[src/pkg/sis_params.svh]
// offsets, field positions, reset values and defaults of the sensor irq block
`ifndef SIS_PARAMS_SVH
`define SIS_PARAMS_SVH

// register offsets
`define SIS_OFF_PART_IDENTITY 8'h00
`define SIS_OFF_SILICON_REV 8'h01
`define SIS_OFF_FIRMWARE_REV 8'h02
`define SIS_OFF_INT_CONFIG 8'h03
`define SIS_OFF_SRC_ENABLE 8'h04
`define SIS_OFF_FLAGS 8'h21
`define SIS_OFF_VIS_LOW 8'h22
`define SIS_OFF_VIS_HIGH 8'h23
`define SIS_OFF_IR_LOW 8'h24
`define SIS_OFF_IR_HIGH 8'h25
`define SIS_OFF_PROX1_LOW 8'h26
`define SIS_OFF_PROX1_HIGH 8'h27
`define SIS_OFF_PROX2_LOW 8'h28
`define SIS_OFF_PROX2_HIGH 8'h29
`define SIS_OFF_PROX3_LOW 8'h2a
`define SIS_OFF_PROX3_HIGH 8'h2b
`define SIS_OFF_AUX_LOW 8'h2c
`define SIS_OFF_AUX_HIGH 8'h2d
`define SIS_OFF_PARAM_READ 8'h2e
`define SIS_OFF_CHIP_STATE 8'h30
`define SIS_OFF_KEY_FIRST 8'h3b
`define SIS_OFF_KEY_LAST 8'h3e

// field positions
`define SIS_CFG_OE_BIT 0
`define SIS_CFG_MODE_BIT 1
`define SIS_BIT_AMB_LOW 0
`define SIS_BIT_AMB_HIGH 1
`define SIS_BIT_PROX1 2
`define SIS_BIT_PROX2 3
`define SIS_BIT_PROX3 4
`define SIS_BIT_CMD 5

// reset values
`define SIS_RST_INT_CONFIG 2'h0
`define SIS_RST_SRC_ENABLE 6'h00
`define SIS_RST_FLAGS 6'h00
`define SIS_RST_KEY 8'h00

// proximity condition that tracks the threshold level
`define SIS_PROX_MODE_ABOVE 2'h3

// default bus address and identity values (arbitrary)
`define SIS_I2C_ADDR 7'h2c
`define SIS_PART_IDENTITY 8'h5c
`define SIS_SILICON_REV 8'h07
`define SIS_FW_MAJOR 5'h02
`define SIS_FW_MINOR 3'h5

`endif

[src/pkg/sis_pkg.sv]
// types shared by the sensor irq block
package sis_pkg;
    typedef enum logic [2:0] {
        SIS_ST_IDLE,
        SIS_ST_ADDR,
        SIS_ST_ACK_ADDR,
        SIS_ST_WRITE,
        SIS_ST_ACK_WR,
        SIS_ST_READ,
        SIS_ST_ACK_RD
    } sis_i2c_state_t;
endpackage

[src/verilog/sis_irq_regs.sv]
// interrupt status, enable, pin logic and i2c register map of the sensor
`timescale 1ns/1ps
`include "sis_params.svh"
module sis_irq_regs
    import sis_pkg::*;
#(
    parameter logic [6:0] I2C_ADDR = `SIS_I2C_ADDR,
    parameter logic [7:0] PART_IDENTITY = `SIS_PART_IDENTITY,
    parameter logic [7:0] SILICON_REV = `SIS_SILICON_REV,
    parameter logic [4:0] FW_MAJOR = `SIS_FW_MAJOR,
    parameter logic [2:0] FW_MINOR = `SIS_FW_MINOR
) (
    input wire logic clk,
    input wire logic sys_rst,
    input wire logic scl_in,
    input wire logic sda_in,
    output logic sda_out,
    output logic sda_oe,
    output logic int_out,
    output logic int_oe,
    input wire logic cmd_event,
    input wire logic [2:0] prox_event,
    input wire logic [1:0] ambient_event,
    input wire logic [2:0] prox_above,
    input wire logic [5:0] prox_irq_condition,
    input wire logic [15:0] visible_light,
    input wire logic [15:0] infrared_light,
    input wire logic [15:0] prox_one,
    input wire logic [15:0] prox_two,
    input wire logic [15:0] prox_three,
    input wire logic [15:0] aux_result,
    input wire logic [7:0] param_value,
    input wire logic [2:0] chip_state_bits
);
    // synchronised bus pins and their previous values
    logic [1:0] pins_sync;
    logic scl_s;
    logic sda_s;
    logic scl_d_reg;
    logic sda_d_reg;
    logic scl_rise;
    logic scl_fall;
    logic start_seen;
    logic stop_seen;

    // bus engine state
    sis_i2c_state_t state_reg;
    logic [3:0] bit_cnt_reg;
    logic [7:0] shift_reg;
    logic [7:0] ptr_reg;
    logic rw_reg;
    logic first_reg;
    logic nack_reg;
    logic wr_stb_reg;
    logic [7:0] wr_addr_reg;
    logic [7:0] wr_data_reg;
    logic [7:0] rd_byte;

    // register state
    logic [1:0] int_config_reg;
    logic [5:0] src_enable_reg;
    logic [5:0] flags_reg;
    logic [5:0] flags_next;
    logic [7:0] key_reg [0:3];
    logic [7:0] fw_rev;
    logic [5:0] set_vec;
    logic [5:0] clr_vec;
    logic [5:0] auto_drop;
    logic [5:0] match;
    logic [1:0] key_idx;

    sis_sync2 #(
        .WIDTH(2)
    ) u_sync (
        .clk(clk),
        .sys_rst(sys_rst),
        .async_in({scl_in, sda_in}),
        .sync_out(pins_sync)
    );

    assign scl_s = pins_sync[1];
    assign sda_s = pins_sync[0];

    // previous pin values for edge and condition detection
    always_ff @(posedge clk or posedge sys_rst) begin
        if (sys_rst) begin
            scl_d_reg <= 1'b1;
            sda_d_reg <= 1'b1;
        end else begin
            scl_d_reg <= scl_s;
            sda_d_reg <= sda_s;
        end
    end

    // bus edges, start and stop conditions
    assign scl_rise = scl_s & ~scl_d_reg;
    assign scl_fall = ~scl_s & scl_d_reg;
    assign start_seen = scl_s & scl_d_reg & sda_d_reg & ~sda_s;
    assign stop_seen = scl_s & scl_d_reg & ~sda_d_reg & sda_s;

    // firmware revision: major in upper bits, minor in lower three
    assign fw_rev = {FW_MAJOR, FW_MINOR};

    // read data for the current pointer
    always_comb begin
        rd_byte = 8'h00;
        if (ptr_reg == `SIS_OFF_PART_IDENTITY) begin
            rd_byte = PART_IDENTITY;
        end else if (ptr_reg == `SIS_OFF_SILICON_REV) begin
            rd_byte = SILICON_REV;
        end else if (ptr_reg == `SIS_OFF_FIRMWARE_REV) begin
            rd_byte = fw_rev;
        end else if (ptr_reg == `SIS_OFF_INT_CONFIG) begin
            rd_byte = {6'h00, int_config_reg};
        end else if (ptr_reg == `SIS_OFF_SRC_ENABLE) begin
            rd_byte = {2'h0, src_enable_reg};
        end else if (ptr_reg == `SIS_OFF_FLAGS) begin
            rd_byte = {2'h0, flags_reg};
        end else if (ptr_reg == `SIS_OFF_VIS_LOW) begin
            rd_byte = visible_light[7:0];
        end else if (ptr_reg == `SIS_OFF_VIS_HIGH) begin
            rd_byte = visible_light[15:8];
        end else if (ptr_reg == `SIS_OFF_IR_LOW) begin
            rd_byte = infrared_light[7:0];
        end else if (ptr_reg == `SIS_OFF_IR_HIGH) begin
            rd_byte = infrared_light[15:8];
        end else if (ptr_reg == `SIS_OFF_PROX1_LOW) begin
            rd_byte = prox_one[7:0];
        end else if (ptr_reg == `SIS_OFF_PROX1_HIGH) begin
            rd_byte = prox_one[15:8];
        end else if (ptr_reg == `SIS_OFF_PROX2_LOW) begin
            rd_byte = prox_two[7:0];
        end else if (ptr_reg == `SIS_OFF_PROX2_HIGH) begin
            rd_byte = prox_two[15:8];
        end else if (ptr_reg == `SIS_OFF_PROX3_LOW) begin
            rd_byte = prox_three[7:0];
        end else if (ptr_reg == `SIS_OFF_PROX3_HIGH) begin
            rd_byte = prox_three[15:8];
        end else if (ptr_reg == `SIS_OFF_AUX_LOW) begin
            rd_byte = aux_result[7:0];
        end else if (ptr_reg == `SIS_OFF_AUX_HIGH) begin
            rd_byte = aux_result[15:8];
        end else if (ptr_reg == `SIS_OFF_PARAM_READ) begin
            rd_byte = param_value;
        end else if (ptr_reg == `SIS_OFF_CHIP_STATE) begin
            rd_byte = {5'h00, chip_state_bits};
        end else if (ptr_reg >= `SIS_OFF_KEY_FIRST &&
                     ptr_reg <= `SIS_OFF_KEY_LAST) begin
            rd_byte = key_reg[ptr_reg[1:0] - 2'h3];
        end
    end

    // i2c slave: address, pointer byte, writes and auto-increment reads
    always_ff @(posedge clk or posedge sys_rst) begin
        if (sys_rst) begin
            state_reg <= SIS_ST_IDLE;
            bit_cnt_reg <= 4'h0;
            shift_reg <= 8'h00;
            ptr_reg <= 8'h00;
            rw_reg <= 1'b0;
            first_reg <= 1'b0;
            nack_reg <= 1'b0;
            sda_oe <= 1'b0;
            wr_stb_reg <= 1'b0;
            wr_addr_reg <= 8'h00;
            wr_data_reg <= 8'h00;
        end else begin
            wr_stb_reg <= 1'b0;
            if (stop_seen) begin
                state_reg <= SIS_ST_IDLE;
                sda_oe <= 1'b0;
            end else if (start_seen) begin
                state_reg <= SIS_ST_ADDR;
                bit_cnt_reg <= 4'h0;
                sda_oe <= 1'b0;
            end else begin
                case (state_reg)
                    SIS_ST_IDLE: begin
                        sda_oe <= 1'b0;
                    end
                    SIS_ST_ADDR: begin
                        if (scl_rise) begin
                            shift_reg <= {shift_reg[6:0], sda_s};
                            bit_cnt_reg <= bit_cnt_reg + 4'h1;
                        end else if (scl_fall && bit_cnt_reg == 4'h8) begin
                            if (shift_reg[7:1] == I2C_ADDR) begin
                                rw_reg <= shift_reg[0];
                                sda_oe <= 1'b1; // acknowledge
                                state_reg <= SIS_ST_ACK_ADDR;
                            end else begin
                                state_reg <= SIS_ST_IDLE;
                            end
                        end
                    end
                    SIS_ST_ACK_ADDR: begin
                        if (scl_fall) begin
                            bit_cnt_reg <= 4'h0;
                            if (rw_reg) begin
                                shift_reg <= rd_byte;
                                ptr_reg <= ptr_reg + 8'h01;
                                sda_oe <= ~rd_byte[7];
                                state_reg <= SIS_ST_READ;
                            end else begin
                                sda_oe <= 1'b0;
                                first_reg <= 1'b1;
                                state_reg <= SIS_ST_WRITE;
                            end
                        end
                    end
                    SIS_ST_WRITE: begin
                        if (scl_rise) begin
                            shift_reg <= {shift_reg[6:0], sda_s};
                            bit_cnt_reg <= bit_cnt_reg + 4'h1;
                        end else if (scl_fall && bit_cnt_reg == 4'h8) begin
                            if (first_reg) begin
                                ptr_reg <= shift_reg; // pointer byte
                                first_reg <= 1'b0;
                            end else begin
                                wr_stb_reg <= 1'b1;
                                wr_addr_reg <= ptr_reg;
                                wr_data_reg <= shift_reg;
                                ptr_reg <= ptr_reg + 8'h01;
                            end
                            sda_oe <= 1'b1;
                            state_reg <= SIS_ST_ACK_WR;
                        end
                    end
                    SIS_ST_ACK_WR: begin
                        if (scl_fall) begin
                            sda_oe <= 1'b0;
                            bit_cnt_reg <= 4'h0;
                            state_reg <= SIS_ST_WRITE;
                        end
                    end
                    SIS_ST_READ: begin
                        if (scl_fall) begin
                            if (bit_cnt_reg == 4'h7) begin
                                sda_oe <= 1'b0; // let host acknowledge
                                bit_cnt_reg <= 4'h0;
                                state_reg <= SIS_ST_ACK_RD;
                            end else begin
                                shift_reg <= {shift_reg[6:0], 1'b0};
                                sda_oe <= ~shift_reg[6];
                                bit_cnt_reg <= bit_cnt_reg + 4'h1;
                            end
                        end
                    end
                    SIS_ST_ACK_RD: begin
                        if (scl_rise) begin
                            nack_reg <= sda_s;
                        end else if (scl_fall) begin
                            if (nack_reg) begin
                                state_reg <= SIS_ST_IDLE;
                            end else begin
                                shift_reg <= rd_byte;
                                ptr_reg <= ptr_reg + 8'h01;
                                sda_oe <= ~rd_byte[7];
                                bit_cnt_reg <= 4'h0;
                                state_reg <= SIS_ST_READ;
                            end
                        end
                    end
                    default: begin
                        state_reg <= SIS_ST_IDLE;
                    end
                endcase
            end
        end
    end

    // open-drain lines only ever pull low
    always_ff @(posedge clk or posedge sys_rst) begin
        if (sys_rst) begin
            sda_out <= 1'b0;
            int_out <= 1'b0;
        end else begin
            sda_out <= 1'b0;
            int_out <= 1'b0;
        end
    end

    // interrupt configuration: output enable and clear mode
    always_ff @(posedge clk or posedge sys_rst) begin
        if (sys_rst) begin
            int_config_reg <= `SIS_RST_INT_CONFIG;
        end else if (wr_stb_reg && wr_addr_reg == `SIS_OFF_INT_CONFIG) begin
            int_config_reg <= wr_data_reg[1:0];
        end
    end

    // source enable register
    always_ff @(posedge clk or posedge sys_rst) begin
        if (sys_rst) begin
            src_enable_reg <= `SIS_RST_SRC_ENABLE;
        end else if (wr_stb_reg && wr_addr_reg == `SIS_OFF_SRC_ENABLE) begin
            src_enable_reg <= wr_data_reg[5:0];
        end
    end

    // analog key bytes, plain storage
    assign key_idx = wr_addr_reg[1:0] - 2'h3;
    always_ff @(posedge clk or posedge sys_rst) begin
        if (sys_rst) begin
            for (int k = 0; k < 4; k++) begin
                key_reg[k] <= `SIS_RST_KEY;
            end
        end else if (wr_stb_reg && wr_addr_reg >= `SIS_OFF_KEY_FIRST &&
                     wr_addr_reg <= `SIS_OFF_KEY_LAST) begin
            key_reg[key_idx] <= wr_data_reg;
        end
    end

    // sequencer events and host clears for each flag
    assign set_vec = {cmd_event, prox_event, ambient_event};
    assign clr_vec = (wr_stb_reg && wr_addr_reg == `SIS_OFF_FLAGS) ?
                     wr_data_reg[5:0] : 6'h00;

    // self-clear of proximity flags in level mode below threshold
    assign auto_drop[`SIS_BIT_AMB_LOW] = 1'b0;
    assign auto_drop[`SIS_BIT_AMB_HIGH] = 1'b0;
    assign auto_drop[`SIS_BIT_CMD] = 1'b0;
    genvar c;
    generate
        for (c = 0; c < 3; c++) begin : g_prox
            assign auto_drop[`SIS_BIT_PROX1 + c] =
                int_config_reg[`SIS_CFG_MODE_BIT] &&
                prox_irq_condition[2*c+1 -: 2] == `SIS_PROX_MODE_ABOVE &&
                !prox_above[c];
        end
    endgenerate

    // next flag value: a set in the clearing cycle wins
    genvar f;
    generate
        for (f = 0; f < 6; f++) begin : g_flag
            assign flags_next[f] = set_vec[f] |
                (flags_reg[f] & ~clr_vec[f] & ~auto_drop[f]);
        end
    endgenerate

    // sticky flag register
    always_ff @(posedge clk or posedge sys_rst) begin
        if (sys_rst) begin
            flags_reg <= `SIS_RST_FLAGS;
        end else begin
            flags_reg <= flags_next;
        end
    end

    // flag and enable pairs that may pull the pin
    assign match[`SIS_BIT_CMD] = flags_reg[`SIS_BIT_CMD] &
                                 src_enable_reg[`SIS_BIT_CMD];
    assign match[`SIS_BIT_PROX3] = flags_reg[`SIS_BIT_PROX3] &
                                   src_enable_reg[`SIS_BIT_PROX3];
    assign match[`SIS_BIT_PROX2] = flags_reg[`SIS_BIT_PROX2] &
                                   src_enable_reg[`SIS_BIT_PROX2];
    assign match[`SIS_BIT_PROX1] = flags_reg[`SIS_BIT_PROX1] &
                                   src_enable_reg[`SIS_BIT_PROX1];
    assign match[`SIS_BIT_AMB_HIGH] = flags_reg[`SIS_BIT_AMB_HIGH] &
        src_enable_reg[`SIS_BIT_AMB_HIGH];
    assign match[`SIS_BIT_AMB_LOW] = flags_reg[`SIS_BIT_AMB_LOW] &
        src_enable_reg[`SIS_BIT_AMB_LOW];

    // interrupt pin drive: pulled low only when enabled and a pair matches
    always_ff @(posedge clk or posedge sys_rst) begin
        if (sys_rst) begin
            int_oe <= 1'b0;
        end else begin
            int_oe <= int_config_reg[`SIS_CFG_OE_BIT] & (|match);
        end
    end
endmodule

[src/verilog/sis_sync2.sv]
// two flip-flop synchroniser, one stage pair per bit
`timescale 1ns/1ps
module sis_sync2 #(
    parameter int WIDTH = 2
) (
    input wire logic clk,
    input wire logic sys_rst,
    input wire logic [WIDTH-1:0] async_in,
    output logic [WIDTH-1:0] sync_out
);
    genvar i;
    generate
        for (i = 0; i < WIDTH; i++) begin : g_bit
            logic meta_reg;
            // first stage feeds only the second; idle level of the bus is high
            always_ff @(posedge clk or posedge sys_rst) begin
                if (sys_rst) begin
                    meta_reg <= 1'b1;
                    sync_out[i] <= 1'b1;
                end else begin
                    meta_reg <= async_in[i];
                    sync_out[i] <= meta_reg;
                end
            end
        end
    endgenerate
endmodule
[config.mk]
export PLATFORM = sky130hd
export DESIGN_NAME = sis_irq_regs
export DESIGN_NICKNAME = d
export VERILOG_FILES = /design/src/pkg/sis_pkg.sv /design/src/verilog/sis_irq_regs.sv /design/src/verilog/sis_sync2.sv
export VERILOG_INCLUDE_DIRS = /design/src /design/src/pkg
export SDC_FILE = /design/constraint.sdc
export NUM_CORES = 1
export LEC_CHECK = 0
export ABC_AREA = 1
export BUFFER_PORTS_ARGS = -buffer_cell sky130_fd_sc_hd__buf_4
export CORE_MARGIN = 2
export CORE_UTILIZATION = 55
export DETAILED_ROUTE_END_ITERATION = 16
export PLACE_DENSITY_LB_ADDON = 0.25
export SKIP_LAST_GASP = 1
export SLEW_MARGIN = 30
export SYNTH_ARGS = -nofsm -noshare
export SYNTH_HDL_FRONTEND = slang
export SYNTH_HIERARCHICAL = 1
export SYNTH_SLANG_ARGS = --single-unit
[constraint.sdc]
create_clock -name clk -period 4 [get_ports clk]
set_input_delay 0.6 -clock clk [delete_from_list [all_inputs] [get_ports clk]]
set_output_delay 0.6 -clock clk [all_outputs]
set_load 0.01 [all_outputs]
==> impl_metrics.yaml <==
finish:
  syn2layout_area_growth_pct: 21.2
  n_antenna_cell: 0
  design_area_um2: 7700
  final_core_util: 0.677
  layout.nets: 1209
  drive_gt1_frac: 0.169
  fin_cells: 1224
  fill_cells: 1041
  largest_reg_flops: 32
yosys:
  synthDistinctLibCells: 52
  syn_inst: 958
  syn_avg_cell_area_um2: 6.63
  netlist_area_um2: 6350
  synth.ff_latch_count: 97
  dominantRegCellSynth: "dfrtp_1"
  synthArstFlopShare: 1.00
  yosysWarnings: 6
  seq_area_frac_synth: 0.383
  synth-edff-count: 0
setup_path:
  end_kind: "flop"
  crit_type: "reg2reg"
  worstPathRequired_ns: 4.28
  crit_fanout: 21
  startpoint_type: "flop"
  arrival_ns: 3.64
sta:
  period_share: 0.841
  setup_viol_count_final: 0
  hold_ws_ns: 0.271
  maxSlewViolCount: 0
  finalClockSkew_ns: 0.00607
  tightest_slew_ns: 0.823
  relSlewSlack: 0.447
  rsz0062_at_grt: "no"
  period_needed_ns: 3.36
  timing.fmax_mhz: 297
  hold_violations: 0
  worst_slack_ns: 0.636
  finalSetupTns_ns: 0
cts:
  cts_hold_buf: 0
  htreeDepth: 3
  clk_pin_slew_worst_paths_ns: 0.06
  clkSinkCount: 97
  numCtsBuffers: 9
  cts_tree: "done"
  cts_root_buffer: "clkbuf_16"
  cts.path.max_buffers: 2
  worstSkewPairLatency_ns: 0.34
  cts_resized: 0
  cts_setup_buffers: 0
min_path:
  hp-class: "in2async"
pwr:
  switchingPower_mw: 0.729
  leakage_nw: 3.91
  switching_share: 0.289
  comb_power_share: 0.202
  p_int_mw: 1.80
  clkPwrFrac: 0.353
  ir_drop_uv: 306
  total_power_mw: 2.53
  power.density_nw_per_um2: 328
  seqPwrFrac: 0.445
placed_design:
  dp_hpwl_um: 13800
  dp_slack_ns: 0.820
  gp_congestion: 0.930
  port_buffers: 127
  dp.cells: 1209
  place_area_um2: 7390
routing:
  drc: 0
  avgViaCountPerCell: 5.41
  drt_iter0_drc: 1072
  wire_per_inst_um: 14.7
  drt-total-wl_um: 18000
  vias: 6618
  ant_nets: 0
  drt_first_pass_iters: 5
global_routing:
  grt-ovfl-total: 0
  grt_pass1_wl_um: 29600
  first_global_vias: 6149
  grt_max_degree: 42
  grt_util_all_layers: 0.293
  antenna_found_initial: 0
floorplanning:
  die_h_um: 111
  die_area_um2: 12400
  initial_core_util: 0.559
  core_region_area_um2: 11400
  fp.dieW_um: 111
  rows: 39
  pin_count: 130
run_status:
  status: "complete, no violations"
job:
  cap_viol_max_count: 0
-- cells in the final DEF (no fill, tap or decap), types with 8 or more instances in the layout --
cell	synthesis	routed
o21ai_0	118	118
nor3_1	9	9
dfrtp_1	91	91
nand2_1	307	307
nand3_1	57	57
inv_1	131	130
nor2_1	86	86
clkbuf_16	0	9
nand4_1	16	16
inv_2	8	8
a21oi_1	28	28
buf_4	4	131
-- layout make-up --
| type | count | area [µm²] | share of cell area |
|---|---|---|---|
| multi-input cells | 697 | 3260 | 0.423 |
| well taps | 143 | 179 | 0.0232 |
| repair buffers | 131 | 983 | 0.128 |
| inverters | 141 | 533 | 0.0692 |
| clock inverters | 2 | 35.0 | 0.00455 |
| clock buffers | 13 | 280 | 0.0364 |
| flip-flops and latches | 97 | 2430 | 0.316 |
-- cells by family after synthesis --
family,share of synthesized area
simple gates,0.336
compound gates,0.162
buf+inv,0.105
flops,0.383
fa+ha+maj,0.0118
xor+xnor,0.00138
other cells,0.000590
-- Yosys cell counts (all sizes together) (5+ instances only) --
master / instances / area, µm²
ha: 6 / 75.1
inv: 140 / 528
buf: 13 / 93.8
nand2: 308 / 1160
o21bai: 6 / 45.0
dfrtp: 91 / 2280
dfstp: 6 / 158
nor2: 90 / 358
o21ai: 123 / 619
nand4: 16 / 100
or2: 11 / 68.8
nand3: 59 / 313
a21oi: 30 / 158
nor3: 13 / 91.3
o211ai: 5 / 37.5
clkbuf: 11 / 41.3
-- power by group through the flow --
stage,Sequential [mW],Combinational [mW],Clock [mW]
final,1.12,0.509,0.893
after global routing,1.13,0.572,0.949
after CTS,1.12,0.505,0.906
after detailed placement,1.14,0.496,0
after global placement,1.14,0.492,0
after floorplan,1.10,0.326,0
-- worst max-delay path, cell delays in order (launching register included) --
cell,delay [ns]
dfrtp_1,0.73
inv_1,0.13
ha_1,0.46
inv_1,0.26
o21ai_0,0.16
o22ai_1,0.25
nand3_1,0.13
nand3_1,0.10
o211ai_1,0.11
nand3_1,0.09
o211ai_1,0.11
nand3_1,0.10
nand2_1,0.06
nand3_1,0.06
nand2_1,0.05
nand2_1,0.08
nand2_1,0.05
nand3b_1,0.08
nand2_1,0.08
nand2_1,0.08
nand2_1,0.07
nand2_1,0.07
-- final timing paths --
| check | start | end | slack (ns) | cells after the start |
|---|---|---|---|---|
| worst max register to register | ptr_reg[0] | shift_reg[6] | 0.64 | 21 |
| worst max-delay path | ptr_reg[0] | shift_reg[6] | 0.64 | 21 |
| min in group clk | u_sync/g_bit[0].meta_reg | u_sync/sync_out[0] | 0.36 | 0 |
| worst min-delay path | sys_rst | nack_reg | 0.27 | 2 |
| worst min register to register | u_sync/g_bit[0].meta_reg | u_sync/sync_out[0] | 0.36 | 0 |
| max in group asynchronous | sys_rst | key_reg[3] | 2.86 | 3 |
-- metal layers --
| layer | up-vias | part of all wire | global-route usage |
|---|---|---|---|
| met5 | - | 0 | 0 |
| met4 | 0 | 0.030 | 0.101 |
| met3 | 44 | 0.080 | 0.0446 |
| met2 | 330 | 0.45 | 0.474 |
| met1 | 2942 | 0.44 | 0.405 |
| li1 | 3302 | - | - |
Note: power is estimated with default switching activity, not from simulation.
